`config.mk`:
```
export PLATFORM = sky130hd
export DESIGN_NAME = crc_top
export DESIGN_NICKNAME = d
export VERILOG_FILES = /design/src/inc/crc_pkg.sv /design/src/core/crc_ladder.sv /design/src/core/crc_bus_slave.sv /design/src/core/crc_top.sv
export SDC_FILE = /design/constraint.sdc
export NUM_CORES = 1
export LEC_CHECK = 0
export BUFFER_PORTS_ARGS = -buffer_cell sky130_fd_sc_hd__buf_2
export CAP_MARGIN = 0
export CORE_ASPECT_RATIO = 1.2
export CORE_MARGIN = 2
export CORE_UTILIZATION = 30
export CTS_BUF_LIST = sky130_fd_sc_hd__clkbuf_16
export CTS_CLUSTER_DIAMETER = 200
export DETAILED_ROUTE_END_ITERATION = 10
export HOLD_SLACK_MARGIN = 0.05
export MAX_ROUTING_LAYER = met4
export PLACE_DENSITY = 0.58
export SYNTH_ARGS = -nofsm -noshare
export SYNTH_HDL_FRONTEND = slang
export SYNTH_HIERARCHICAL = 1
export SYNTH_SLANG_ARGS = --single-unit
export TNS_END_PERCENT = 30
```
`constraint.sdc`:
```
create_clock -name i_ref_clk -period 1.7 [get_ports i_ref_clk]
set_clock_uncertainty 0.1 [all_clocks]
set_input_delay 0.51 -clock i_ref_clk [delete_from_list [all_inputs] [get_ports i_ref_clk]]
set_output_delay 0.51 -clock i_ref_clk [all_outputs]
set_load 0.01 [all_outputs]
```
`src/inc/crc_pkg.sv`:
```
/*
 * crc_pkg: constants for the comparator reference control block.
 * Rule summary, register map, field positions, reset values and
 * ladder arithmetic constants. Assumes one 200 MHz clock.
 */
// Summary of operation
// bit 15 set powers module, others kept
// bit 15 clear powers off, fields kept
// bit 6 routes level to output pin
// bit 5 selects range and step size
// bit 4 selects external or analog supply
// range one: level is tap/24 of source
// range zero: quarter source plus tap/32
// four-bit tap picks sixteen levels per range
// bits 31-16 and 14-7 read zero
// software idles one cycle after disabling
// all fields reset to zero
package crc_pkg;
    localparam int          ADDR_W        = 4;
    localparam int          DATA_W        = 32;
    localparam int          TAP_W         = 4;
    localparam int          LEVEL_W       = 8;
    localparam logic [3:0]  REG_CTRL_ADDR = 4'h0;
    localparam logic [3:0]  REG_STAT_ADDR = 4'h4;
    localparam int          BIT_ENABLE    = 15;
    localparam int          BIT_PIN_OE    = 6;
    localparam int          BIT_RANGE     = 5;
    localparam int          BIT_SOURCE    = 4;
    localparam int          TAP_LSB       = 0;
    localparam logic [31:0] CTRL_MASK     = 32'h0000807F;
    localparam logic [31:0] CTRL_RESET    = 32'h00000000;
    localparam logic [31:0] UNMAPPED_DATA = 32'h00000000;
    // level is a fraction of the source in 1/96ths (lcm of 24 and 32)
    localparam int          LEVEL_DEN     = 96;
    localparam logic [7:0]  STEP_HI       = 8'h04;
    localparam logic [7:0]  STEP_LO       = 8'h03;
    localparam logic [7:0]  OFFSET_LO     = 8'h18;
endpackage

```
`src/core/crc_ladder.sv`:
```
/*
 * crc_ladder: tap code and range to reference level, in 1/96ths
 * of the ladder supply. Purely combinational; the analog ladder
 * downstream turns the code into a voltage.
 */
`timescale 1ns/100ps
module crc_ladder #(
    parameter int TAP_W   = crc_pkg::TAP_W,
    parameter int LEVEL_W = crc_pkg::LEVEL_W
) (
    input  wire logic [TAP_W-1:0]   i_tap,      // ladder tap code
    input  wire logic               i_range,    // 1 = zero-based span
    output logic      [LEVEL_W-1:0] o_level     // level in 1/96 source
);
    logic [LEVEL_W-1:0] tap_ext;

    assign tap_ext = LEVEL_W'(i_tap);

    // every tap value is a distinct level in both spans
    always_comb
    begin
        if (i_range)
            o_level = LEVEL_W'(tap_ext * crc_pkg::STEP_HI);
        else
            o_level = LEVEL_W'(crc_pkg::OFFSET_LO + tap_ext * crc_pkg::STEP_LO);
    end
endmodule

```
`src/core/crc_bus_slave.sv`:
```
/*
 * crc_bus_slave: Avalon-MM decode. Produces a one-cycle write strobe
 * and a read select; answers every access after one wait cycle.
 * Assumes a master that holds its request until waitrequest is low.
 */
`timescale 1ns/100ps
module crc_bus_slave #(
    parameter int ADDR_W = crc_pkg::ADDR_W
) (
    input  wire logic              i_ref_clk,     // clock
    input  wire logic              i_rst,         // sync reset
    input  wire logic              i_read,        // avalon read
    input  wire logic              i_write,       // avalon write
    output logic                   o_waitrequest, // avalon wait
    output logic                   o_wr_stb,      // write commit pulse
    output logic                   o_rd_stb       // read commit pulse
);
    logic ack_r;

    // one wait cycle, then ack; ack drops so back-to-back still waits
    always_ff @(posedge i_ref_clk)
    begin
        if (i_rst)
            ack_r <= 1'b0;
        else
            ack_r <= (i_read | i_write) & ~ack_r;
    end

    assign o_waitrequest = ~ack_r;
    assign o_wr_stb      = ack_r & i_write;
    assign o_rd_stb      = ack_r & i_read;
endmodule

```
`src/core/crc_top.sv`:
```
/*
 * crc_top: comparator reference control. One control register sets
 * power, pin output, range, supply source and tap code; a status
 * register shows the live level code. Assumes a 200 MHz Avalon-MM
 * master and an analog ladder driven from the outputs.
 */
// Local design decisions: the Avalon-MM slave port and the placing of the registers.
`timescale 1ns/100ps
module crc_top #(
    parameter int ADDR_W  = crc_pkg::ADDR_W,
    parameter int TAP_W   = crc_pkg::TAP_W,
    parameter int LEVEL_W = crc_pkg::LEVEL_W
) (
    input  wire logic               i_ref_clk,       // 200 MHz clock
    input  wire logic               i_rst,           // sync reset, high
    input  wire logic [ADDR_W-1:0]  i_address,       // byte address
    input  wire logic               i_read,          // read request
    input  wire logic               i_write,         // write request
    input  wire logic [31:0]        i_writedata,     // write data
    input  wire logic [3:0]         i_byteenable,    // byte lanes
    output logic      [31:0]        o_readdata,      // read data
    output logic                    o_waitrequest,   // stall
    output logic                    o_module_enable, // ladder powered
    output logic                    o_ref_pin_output_enable, // level to pin
    output logic                    o_ref_range_select,      // 1 = zero-based
    output logic                    o_ref_source_select,     // 1 = ext pins
    output logic      [TAP_W-1:0]   o_ladder_tap_code,       // tap code
    output logic      [LEVEL_W-1:0] o_comparator_reference_level // 1/96 code
);
    logic [31:0]        ctrl_r;
    logic [31:0]        ctrl_nxt;
    logic [31:0]        lane_mask;
    logic [31:0]        rd_nxt;
    logic [LEVEL_W-1:0] level_raw;
    logic [LEVEL_W-1:0] level_r;
    logic               wr_stb;
    logic               rd_stb;
    logic               ctrl_wr_hit;
    logic               ctrl_rd_hit;
    logic               stat_rd_hit;

    crc_bus_slave #(.ADDR_W(ADDR_W)) u_bus (
        .i_ref_clk     (i_ref_clk),
        .i_rst         (i_rst),
        .i_read        (i_read),
        .i_write       (i_write),
        .o_waitrequest (o_waitrequest),
        .o_wr_stb      (wr_stb),
        .o_rd_stb      (rd_stb)
    );

    // expand byte enables to a bit mask
    genvar g;
    generate
        for (g = 0; g < 4; g++)
        begin : g_lane
            assign lane_mask[8*g +: 8] = {8{i_byteenable[g]}};
        end
    endgenerate

    // merged write: only implemented bits and enabled lanes change, so
    // toggling enable leaves the other fields as stored
    always_comb
    begin
        ctrl_nxt = ctrl_r;
        if (wr_stb && i_address == crc_pkg::REG_CTRL_ADDR)
        begin
            ctrl_nxt = (ctrl_r & ~(lane_mask & crc_pkg::CTRL_MASK))
                     | (i_writedata & lane_mask & crc_pkg::CTRL_MASK);
        end
    end

    // control register, zero at reset
    always_ff @(posedge i_ref_clk)
    begin
        if (i_rst)
            ctrl_r <= crc_pkg::CTRL_RESET;
        else
            ctrl_r <= ctrl_nxt;
    end

    crc_ladder #(.TAP_W(TAP_W), .LEVEL_W(LEVEL_W)) u_ladder (
        .i_tap   (ctrl_r[crc_pkg::TAP_LSB +: TAP_W]),
        .i_range (ctrl_r[crc_pkg::BIT_RANGE]),
        .o_level (level_raw)
    );

    // level code registered; forced to zero while powered off so the
    // ladder draws nothing, while the stored fields stay intact
    always_ff @(posedge i_ref_clk)
    begin
        if (i_rst)
            level_r <= '0;
        else if (ctrl_r[crc_pkg::BIT_ENABLE])
            level_r <= level_raw;
        else
            level_r <= '0;
    end

    // read mux; unmapped addresses read zero. software may read in the
    // cycle after disabling here; the hazard is a far-side concern
    always_comb
    begin
        if (i_address == crc_pkg::REG_CTRL_ADDR)
            rd_nxt = ctrl_r & crc_pkg::CTRL_MASK;
        else if (i_address == crc_pkg::REG_STAT_ADDR)
            rd_nxt = 32'(level_r);
        else
            rd_nxt = crc_pkg::UNMAPPED_DATA;
    end

    // read data come from a flop, valid at the ack edge
    always_ff @(posedge i_ref_clk)
    begin
        if (i_rst)
            o_readdata <= 32'h00000000;
        else if ((i_read | i_write) && o_waitrequest)
            o_readdata <= rd_nxt;
    end

    // outputs from the stored fields; pin gated by enable, level from the level register
    assign o_module_enable         = ctrl_r[crc_pkg::BIT_ENABLE];
    assign o_ref_pin_output_enable = ctrl_r[crc_pkg::BIT_ENABLE] & ctrl_r[crc_pkg::BIT_PIN_OE];
    assign o_ref_range_select      = ctrl_r[crc_pkg::BIT_RANGE];
    assign o_ref_source_select     = ctrl_r[crc_pkg::BIT_SOURCE];
    assign o_ladder_tap_code       = ctrl_r[crc_pkg::TAP_LSB +: TAP_W];
    assign o_comparator_reference_level = level_r;

    // check helpers: the access that the bus slave commits in this cycle
    assign ctrl_wr_hit = wr_stb && (i_address == crc_pkg::REG_CTRL_ADDR);
    assign ctrl_rd_hit = rd_stb && (i_address == crc_pkg::REG_CTRL_ADDR);
    assign stat_rd_hit = rd_stb && (i_address == crc_pkg::REG_STAT_ADDR);

    // reset leaves everything off
    AST_RESET_ZERO: assert property (@(posedge i_ref_clk)
        $past(i_rst) |-> ctrl_r == 32'h00000000 && !o_module_enable)
        else $error("control not zero after reset");

    // level, read data and pin are quiet once reset has been seen, so the
    // analog side never sees a stale code while the fields come up
    AST_RESET_LEVEL: assert property (@(posedge i_ref_clk)
        $past(i_rst) |-> level_r == 8'h00 && o_readdata == 32'h00000000 && !o_ref_pin_output_enable)
        else $error("level, read data or pin not quiet after reset");

    // offset range, analog supply and the lowest tap are the power-on picks
    AST_RESET_FIELDS: assert property (@(posedge i_ref_clk)
        $past(i_rst) |-> !o_ref_range_select && !o_ref_source_select && o_ladder_tap_code == '0)
        else $error("range, source or tap not zero after reset");

    // reserved bits never stored
    AST_RESERVED: assert property (@(posedge i_ref_clk) disable iff (i_rst)
        (ctrl_r & ~crc_pkg::CTRL_MASK) == 32'h00000000)
        else $error("reserved control bit set");

    // reserved bits read back as zero whatever was written into them
    AST_RESERVED_READ: assert property (@(posedge i_ref_clk) disable iff (i_rst)
        ctrl_rd_hit |-> (o_readdata & ~crc_pkg::CTRL_MASK) == 32'h00000000)
        else $error("reserved bits read back non-zero");

    // the control read returns the stored fields; no write can land between
    // capture and answer, since read and write never share a request
    AST_CTRL_READ: assert property (@(posedge i_ref_clk) disable iff (i_rst)
        ctrl_rd_hit |-> o_readdata == (ctrl_r & crc_pkg::CTRL_MASK))
        else $error("control read data wrong");

    // the status word carries the level code only; the level may move one
    // cycle after capture, so only the upper bits are pinned here
    AST_STAT_UPPER: assert property (@(posedge i_ref_clk) disable iff (i_rst)
        stat_rd_hit |-> (o_readdata >> LEVEL_W) == 32'h00000000)
        else $error("status upper bits non-zero");

    // unmapped addresses read as zero
    AST_UNMAPPED_READ: assert property (@(posedge i_ref_clk) disable iff (i_rst)
        rd_stb && i_address != crc_pkg::REG_CTRL_ADDR && i_address != crc_pkg::REG_STAT_ADDR
        |-> o_readdata == crc_pkg::UNMAPPED_DATA)
        else $error("unmapped address did not read zero");

    // read data stand after the answer; only the next request recaptures
    AST_RD_STANDS: assert property (@(posedge i_ref_clk) disable iff (i_rst)
        !o_waitrequest |=> $stable(o_readdata))
        else $error("read data moved after the answer");

    // a waiting request is answered on the next cycle; the fixed access time
    // is what software counts on to space its accesses after a disable
    AST_WAIT_ONE: assert property (@(posedge i_ref_clk) disable iff (i_rst)
        (i_read || i_write) && o_waitrequest |=> !o_waitrequest)
        else $error("request not answered after one wait cycle");

    // the answer lasts one cycle, so a held request cannot commit in two cycles in a row
    AST_ACK_SINGLE: assert property (@(posedge i_ref_clk) disable iff (i_rst)
        !o_waitrequest |=> o_waitrequest)
        else $error("answer held longer than one cycle");

    // an idle cycle leaves the slave waiting for the next request
    AST_IDLE_WAIT: assert property (@(posedge i_ref_clk) disable iff (i_rst)
        !(i_read || i_write) |=> o_waitrequest)
        else $error("slave answered without a request");

    // a write commits only in the answer cycle of a write request
    AST_WR_STB: assert property (@(posedge i_ref_clk) disable iff (i_rst)
        wr_stb |-> !o_waitrequest && i_write)
        else $error("write strobe outside a write answer");

    // setting enable through its own lane keeps the low fields; a tool that
    // powers the reference up must not disturb a tap set while it was off
    AST_EN_KEEP: assert property (@(posedge i_ref_clk) disable iff (i_rst)
        ctrl_wr_hit && i_byteenable[1] && i_writedata[crc_pkg::BIT_ENABLE] && !i_byteenable[0]
        |=> $stable(ctrl_r[6:0]))
        else $error("fields changed on enable write");

    // setting enable through its lane powers the module
    AST_EN_SET: assert property (@(posedge i_ref_clk) disable iff (i_rst)
        ctrl_wr_hit && i_byteenable[1] && i_writedata[crc_pkg::BIT_ENABLE] |=> o_module_enable)
        else $error("enable write did not power the module");

    // clearing enable through its lane powers the module down
    AST_EN_CLR: assert property (@(posedge i_ref_clk) disable iff (i_rst)
        ctrl_wr_hit && i_byteenable[1] && !i_writedata[crc_pkg::BIT_ENABLE] |=> !o_module_enable)
        else $error("disable write left the module powered");

    // clearing enable alone keeps the stored fields for the next power-up
    AST_OFF_KEEP: assert property (@(posedge i_ref_clk) disable iff (i_rst)
        ctrl_wr_hit && i_byteenable[1] && !i_writedata[crc_pkg::BIT_ENABLE] && !i_byteenable[0]
        |=> $stable(ctrl_r[6:0]))
        else $error("fields changed on disable write");

    // the low lane writes pin, range, source and tap together
    AST_LOW_WRITE: assert property (@(posedge i_ref_clk) disable iff (i_rst)
        ctrl_wr_hit && i_byteenable[0] |=> ctrl_r[6:0] == $past(i_writedata[6:0]))
        else $error("low lane write not stored");

    // without a control write the register holds; writes to the status or
    // unmapped addresses are dropped
    AST_HOLD: assert property (@(posedge i_ref_clk) disable iff (i_rst)
        !ctrl_wr_hit |=> $stable(ctrl_r))
        else $error("control changed without a control write");

    // powered off gives level zero within one cycle
    AST_OFF_LEVEL: assert property (@(posedge i_ref_clk) disable iff (i_rst)
        !ctrl_r[15] |=> level_r == 8'h00)
        else $error("level not zero while off");

    // a status read after two powered-off cycles shows a silent ladder
    AST_OFF_STAT: assert property (@(posedge i_ref_clk) disable iff (i_rst)
        stat_rd_hit && !$past(ctrl_r[crc_pkg::BIT_ENABLE]) && !$past(ctrl_r[crc_pkg::BIT_ENABLE], 2)
        |-> o_readdata == 32'h00000000)
        else $error("status shows a level while off");

    // enable output follows the stored bit
    AST_EN_OUT: assert property (@(posedge i_ref_clk) disable iff (i_rst)
        o_module_enable == ctrl_r[crc_pkg::BIT_ENABLE])
        else $error("enable output differs from stored bit");

    // pin driven only with bit 6 and enable
    AST_PIN: assert property (@(posedge i_ref_clk) disable iff (i_rst)
        o_ref_pin_output_enable |-> ctrl_r[6] && ctrl_r[15])
        else $error("pin driven without request");

    // pin driven whenever requested while the module is powered
    AST_PIN_ON: assert property (@(posedge i_ref_clk) disable iff (i_rst)
        ctrl_r[crc_pkg::BIT_ENABLE] && ctrl_r[crc_pkg::BIT_PIN_OE] |-> o_ref_pin_output_enable)
        else $error("pin not driven although requested");

    // a clear pin-output bit always releases the pin
    AST_PIN_OFF: assert property (@(posedge i_ref_clk) disable iff (i_rst)
        !ctrl_r[crc_pkg::BIT_PIN_OE] |-> !o_ref_pin_output_enable)
        else $error("pin driven with its bit clear");

    // zero-based span: level is tap times four 1/96 units
    AST_HI_RANGE: assert property (@(posedge i_ref_clk) disable iff (i_rst)
        ctrl_r[15] && ctrl_r[5] |=> level_r == 8'($past(ctrl_r[3:0])) * 8'h04)
        else $error("high range level wrong");

    // zero-based span steps by source/24, that is four 1/96 units
    AST_HI_STEP: assert property (@(posedge i_ref_clk) disable iff (i_rst)
        ctrl_r[crc_pkg::BIT_ENABLE] && ctrl_r[crc_pkg::BIT_RANGE] |=> level_r[1:0] == 2'h0)
        else $error("high range level off its step");

    // zero-based span tops out at fifteen steps, below two thirds
    AST_HI_MAX: assert property (@(posedge i_ref_clk) disable iff (i_rst)
        ctrl_r[crc_pkg::BIT_ENABLE] && ctrl_r[crc_pkg::BIT_RANGE] |=> level_r <= 8'h3C)
        else $error("high range level above its span");

    // offset span: a quarter of the source plus tap times three units
    AST_LO_RANGE: assert property (@(posedge i_ref_clk) disable iff (i_rst)
        ctrl_r[15] && !ctrl_r[5] |=> level_r == 8'h18 + 8'($past(ctrl_r[3:0])) * 8'h03)
        else $error("low range level wrong");

    // offset span stays between a quarter and three quarters
    AST_LO_SPAN: assert property (@(posedge i_ref_clk) disable iff (i_rst)
        ctrl_r[crc_pkg::BIT_ENABLE] && !ctrl_r[crc_pkg::BIT_RANGE] |=> level_r >= 8'h18 && level_r <= 8'h45)
        else $error("low range level outside its span");

    // tap output follows the stored code in either span
    AST_TAP_OUT: assert property (@(posedge i_ref_clk) disable iff (i_rst)
        o_ladder_tap_code == ctrl_r[crc_pkg::TAP_LSB +: TAP_W])
        else $error("tap output differs from stored code");

    // source and range selections reach the analog side unchanged
    AST_SRC: assert property (@(posedge i_ref_clk) disable iff (i_rst)
        o_ref_source_select == ctrl_r[4] && o_ref_range_select == ctrl_r[5])
        else $error("source or range output mismatch");
endmodule

```
== After elaboration in Yosys (flattened, before gate mapping) ==
Cells that the tools add are included.

* Flip-flop bits (word level): 73
* Input bits: 44
* Logic and storage cells: 26

* Add/sub/neg operators: 1
* Multipliers: 1
* Equality and inequality tests: 1
* Multiplexer cells: 3
* Bitwise logic cells: 10
* Reductions and logical operators: 5

{| class="wikitable"
|+ Operators with widths
! operator !! count
|-
| $and 32x32->32 || 1
|-
| $not 16->32 || 1
|-
| $or 32x16->32 || 1
|-
| $and 16x16->16 || 1
|-
| $mux 16 || 1
|-
| $mux 8 || 1
|-
| $add 5x6->7 const A || 1
|-
| $mul 4x2->6 const B || 1
|-
| $mux 6 || 1
|-
| $eq 4x3->1 const B || 1
|-
| $logic_not 4->1 || 1
|-
| $and 1x1->1 || 3
|-
| $reduce_or 3->1 || 1
|-
| $logic_and 1x1->1 || 2
|-
| $not 1->1 || 2
|-
| $reduce_or 2->1 || 1
|-
| $or 1x1->1 || 1
|}

== Depth between registers and ports, before layout ==
Gate-level depths: netlist (run 1).

* Word-level depth: 3
* Gate-level depth with buffers: 8
* Gate-level depth less buffers: 8

== Modules after synthesis ==
Netlist (run 1), hierarchy kept.

{| class="wikitable"
|+ Modules (own cells, without submodules)
! module !! instances !! cells each !! area an instance (um^2)
|-
| crc_top || 1 || 128 || 1177.4
|-
| crc_ladder || 1 || 29 || 247.7
|-
| crc_bus_slave || 1 || 6 || 50.0
|}

== Worst setup path after synthesis (run 1) ==
OpenSTA, ideal clock, no wires.

* Kind: reg-to-reg
* Start point: register with a tool-made name
* End point: register level_r[4] (netlist: o_comparator_reference_level[4])
* Setup time: 0.115 ns
* Arrival: 1.616 ns
* Required time: 1.485 ns
* Path slack: -0.131 ns
* Stages on the path, launching flop included: 8
* Path buffers: 0
* Period minus slack after synthesis: 1.831 ns
* Cell sequence: dfxtp_1 -> ha_1 -> ha_1 -> inv_1 -> fa_1 -> xnor2_1 -> o21ai_0 -> and2_1

{| class="wikitable"
|+ RTL lines
! element !! line !! text
|-
| end signal, assigned || crc_top.sv:95 || <nowiki>level_r <= level_raw;</nowiki>
|-
| end, declared || crc_top.sv:35 || <nowiki>logic [LEVEL_W-1:0] level_r;</nowiki>
|}

==> flow_summary_export.csv, run 1 <==
group,metric,value,unit
status,status,"finished, violations left",
status,violations,"negative setup slack",
floorplanning,std_cell_rows,27,
cts,clock-sinks,26,
detailed_routing,vias,1207,
sta,hold_viol_final,0,
pwr,power_density,705.0,nW/um^2
hold_path,hold_depth,2,
detailed_routing,ant_nets,0,
detailed_routing,first_pass_iters,4,
layout,multi_input_area,768.2,um^2
floorplanning,die_w,67.88,um
sta,fmax,0.5722,GHz
detailed_routing,viasPerCell,4.438,
global_routing,grt_pass1_vias,1094,
layout,antennaDiodeCount,0,
sta,timing.hold.ws,347.2,ps
detailed_routing,wl,3.082,mm
worst_setup_path,critPathLaunchType,"register",
worst_setup_path,rrSetupSlack,-50,ps
layout,register_area,525.5,um^2
detailed_routing,wire_per_inst,11.33,um
cts,h-tree-depth,1,
layout,finalNetCount,266,
layout,fillers,504,
sta,period_minus_slack,1748,ps
floorplanning,io_pins,93,
hold_path,hp-class,"reg -> reg",
yosys,ys_warn_count,6,
worst_setup_path,cp.arrival,1840,ps
global_routing,grt_util_all_layers,0.1175,
global_routing,grt_pass1_wl,4.850,mm
sta,setup_violations,3,
sta,setup_slack,-47.52,ps
worst_setup_path,required,1790,ps
cts,numCtsBuffers,3,
layout,synthToLayoutAreaGrowth,24.62,%
yosys,synth_area,1469,um^2
detailed_routing,drtIter0Drc,37,
worst_setup_path,reg2reg_depth,6,
worst_setup_path,crit_path_end_kind,"register",
cts,cts-root-buf,"clkbuf_16",
cts,postCtsHoldBufs,0,
place,numPortBuffers,43,
floorplanning,die_h,80.65,um
cts,insertion_delay,250,ps
worst_setup_path,path_class,"reg -> reg",
cts,tritoncts,"done",
worst_setup_path,cp_max_fo,6,
yosys,syn_inst,162,
global_routing,grt_start_max_net_pins,19,
floorplanning,core,4662,um^2
place,gp_congestion,0.7492,
detailed_routing,drc_errors,0,
job,maxCapViolations,0,
global_routing,gr-total-overflow,0,
worst_setup_path,timing.rr.end,"o_comparator_reference_level[5]",
sta,period_share,1.028,
floorplanning,die_area,5474,um^2
hold_path,min-delay-start,"o_readdata[15]",
yosys,syn_area_per_cell,9.067,um^2
cts,clk_pin_slew,60,ps
hold_path,holdPathEnd,"o_readdata[15]",
pwr,ir_drop,314.1,uV
cts,cts_buffer_depth,2,
floorplanning,start_util,0.3151,
pwr,leakage,0.0008412,uW
sta,slew_violations,0,
place,dp_hpwl,2.541,mm
layout,drive_gt1_frac,0.3645,
global_routing,antenna_found_initial,0,
layout,post-route-util,0.3926,
sta,rsz0062_at_grt,"true",
## stage by stage
stage	cells	worst slack, ps	setup TNS (ps)	total power, uW	area [um^2]
3_5_place_dp	268	-80.33	-579.7	802.2	1752
4_1_cts	272	-69.23	-110.8	1304	1831
2_1_floorplan	184	0.2569	0	776.8	1584
6_report	272	-47.52	-61.29	1291	1831
3_3_place_gp	268	-55.77	-401.8	801.2	1752
5_1_grt	272	-99.11	-312.4	1352	1831
## layout by cell type (no fill, tap or decap), drive strengths merged
master  instances
buf            61
mux2            1
and2           11
or4             1
clkinv          1
nand4           1
nand3b          1
o21a            1
nor4            1
nor2           10
clkbuf          3
nor3            9
a221oi          7
ha              5
conb           24
nand3           9
dfxtp          26
nor4b           1
inv             6
nand2           6
xnor2           2
o21ai          11
a21oi          11
nor2b           3
fa              2
## critical path, cell delays in order, from the launching register on
cell      delay, ps
dfxtp_4         370
ha_4            160
fa_1            530
nand3b_4         80
a21oi_2         140
xnor2_1         130
and2_1          160
## layer usage
layer,vias to the layer above,track usage,part of all wire
met5,-,-,0
met4,0,0.03600,0.0094
met3,4,0.008403,0.050
met2,39,0.2265,0.56
met1,560,0.1239,0.38
li1,604,-,-
## power breakdown
part	internal (uW)	total [uW]	switching [uW]
clock network	314	502	189
logic	61.9	159	97.3
registers	622	629	7.12
## how the worst max path moves through the flow
| stage | end | slack [ps] | cells past startpoint |
|---|---|---|---|
| 3_3_place_gp | register | -60 | 5 |
| 6_report | o_comparator_reference_level[5] | -50 | 6 |
| 5_1_grt | o_comparator_reference_level[5] | -100 | 6 |
| 3_5_place_dp | register | -80 | 5 |
| 4_1_cts | o_comparator_reference_level[5] | -70 | 6 |
| 2_1_floorplan | o_comparator_reference_level[3] | 0.3 | 6 |
## area by class of cell
cell class	instances	share of cell area
multi-input combinational	117	0.4197
sequential	26	0.2871
timing repair buffer	61	0.1982
clock buffer	3	0.04101
tap	58	0.03964
inverter	6	0.01230
clock inverter	1	0.002051
## repair_timing
action	in CTS	in global routing
gates cloned	0	0
endpoints found under the setup margin	4	4
buffers inserted	0	0
pin swaps	1	0
resized for setup	0	2
Power figures use the tool's default switching activity.
==> run 2: changes to the inputs <==
Settings changed: GPL_TIMING_DRIVEN set to 0, PLACE_DENSITY 0.58 to 0.56.
Clock period 1.7 ns to 1.75 ns, I/O delays scaled along.
==> flow_summary_export.csv, run 2 (same netlist as run 1, synthesis figures left out) <==
group,metric,value,unit
status,status,"finished, violations left",
status,violations,"negative setup slack",
layout,finalNetCount,289,
cts,cts-root-buf,"clkbuf_16",
layout,layout_commonest_cell,"buf_2",
layout,post-route-util,0.4313,
place,place_area,1846,um^2
detailed_routing,drc_errors,0,
cts,clock-sinks,26,
sta,period_share,1.001,
place,dp_hpwl,2.606,mm
pwr,ir_drop,334.6,uV
worst_setup_path,reg2reg_depth,7,
detailed_routing,viasPerCell,4.231,
place,pre_cts_ws,-138.7,ps
cts,tritoncts,"done",
sta,rsz0062_at_grt,"true",
sta,fmax,0.5709,GHz
floorplanning,core,4662,um^2
place,gp_congestion,0.8137,
cts,h-tree-depth,1,
floorplanning,die_area,5474,um^2
layout,synthToLayoutAreaGrowth,36.88,%
worst_setup_path,required,1800,ps
detailed_routing,wl,3.290,mm
floorplanning,start_util,0.3151,
floorplanning,std_cell_rows,27,
cts,postCtsHoldBufs,0,
global_routing,grt_pass1_wl,4.961,mm
sta,setup_violations,1,
global_routing,use_met2,0.2225,
worst_setup_path,crit_path_end_kind,"register",
global_routing,grt_pass1_vias,1136,
worst_setup_path,rrSetupSlack,-2,ps
worst_setup_path,cp.arrival,1810,ps
cts,cts_buffer_depth,2,
cts,insertion_delay,260,ps
global_routing,gr-total-overflow,0,
sta,setup_slack,-1.576,ps
job,maxCapViolations,0,
pwr,power_density,643.3,nW/um^2
floorplanning,io_pins,93,
detailed_routing,drtIter0Drc,27,
floorplanning,die_w,67.88,um
sta,period_minus_slack,1752,ps
layout,fillers,474,
sta,hold_viol_final,0,
layout,antennaDiodeCount,0,
hold_path,hold_depth,2,
worst_setup_path,path_class,"reg -> reg",
detailed_routing,vias,1248,
worst_setup_path,critPathLaunchType,"register",
global_routing,grt_util_all_layers,0.1213,
global_routing,grt-busiest-layer,"met2",
sta,slew_violations,0,
detailed_routing,wire_per_inst,11.15,um
layout,final_area,2011,um^2
layout,drive_gt1_frac,0.4473,
pwr,leakage,0.0009605,uW
global_routing,grtUsageMet3,0.008403,
layout,most-common-layout-cells,"45 x buf_2, 34 x buf_4, 24 x conb_1",
hold_path,hp-class,"reg -> reg",
detailed_routing,first_pass_iters,4,
place,numPortBuffers,43,
worst_setup_path,cp_max_fo,4,
global_routing,met1_usage,0.1385,
floorplanning,die_h,80.65,um
sta,worstMarginPinSlew,691.1,ps
detailed_routing,ant_nets,0,
sta,slew-limit-headroom,0.5362,
cts,numCtsBuffers,3,
global_routing,antenna_found_initial,0,
worst_setup_path,timing.rr.end,"o_comparator_reference_level[4]",
hold_path,holdPathEnd,"o_readdata[15]",
cts,clk_pin_slew,70,ps
global_routing,grt_start_max_net_pins,15,
hold_path,min-delay-start,"o_readdata[15]",
-- run 2: how the worst max path moves through the flow --
stage	start	to	slack, ps
floorplan	register	o_comparator_reference_level[3]	-20
global placement	register	o_comparator_reference_level[6]	-110
detailed placement	register	o_comparator_reference_level[6]	-140
CTS	register	o_comparator_reference_level[4]	1
global route	register	o_comparator_reference_level[5]	-80
finish	register	o_comparator_reference_level[4]	-2
-- run 2: per-stage QoR --
| stage | std cells | hold WS (ps) | TNS, ps | total power, uW |
|---|---|---|---|---|
| 4_1_cts | 295 | 356.2 | 0 | 1305 |
| 3_3_place_gp | 285 | 342.3 | -1037 | 811.8 |
| 2_1_floorplan | 184 | 321.1 | -16.33 | 755.8 |
| 6_report | 295 | 349.8 | -1.576 | 1294 |
| 3_5_place_dp | 285 | 347.0 | -1305 | 812.9 |
| 5_1_grt | 295 | 351.3 | -234.6 | 1354 |
-- run 2: timing repair --
| action | in CTS | in global routing |
|---|---|---|
| pin swaps | 4 | 2 |
| setup endpoints to repair | 4 | 4 |
| setup buffers | 6 | 0 |
| gates resized for setup | 12 | 3 |
-- run 2: power by group --
| group | internal, uW | switching [uW] |
|---|---|---|
| sequential | 599 | 6.97 |
| clock | 305 | 194 |
| combinational | 87.7 | 101 |
| total | 992 | 301 |
-- run 2: area by class of cell --
| type | instances | area, um^2 | area share |
|---|---|---|---|
| multi-input cells | 117 | 773.2 | 0.3846 |
| flip-flops and latches | 26 | 535.5 | 0.2663 |
| plain buffers | 35 | 267.8 | 0.1332 |
| repair buffers | 49 | 260.3 | 0.1294 |
| clock buffers | 3 | 75.07 | 0.03734 |
| well taps | 58 | 72.57 | 0.03609 |
| inverters | 6 | 22.52 | 0.01120 |
| clock inverters | 1 | 3.754 | 0.001867 |
-- run 2: layer usage --
layer  wire, um  vias up  share of wire
met1       1398      560           0.42
met2       1700       36           0.52
met4         22        0         0.0067
met3        169        2          0.051
met5          0        -              0
li1           -      650              -
-- run 2: critical path: stages, from the launching register on --
cell     delay, ps
dfxtp_4        370
ha_4           270
ha_4           130
inv_2           40
fa_2           400
xnor2_1        140
o21ai_0         80
and2_1         130
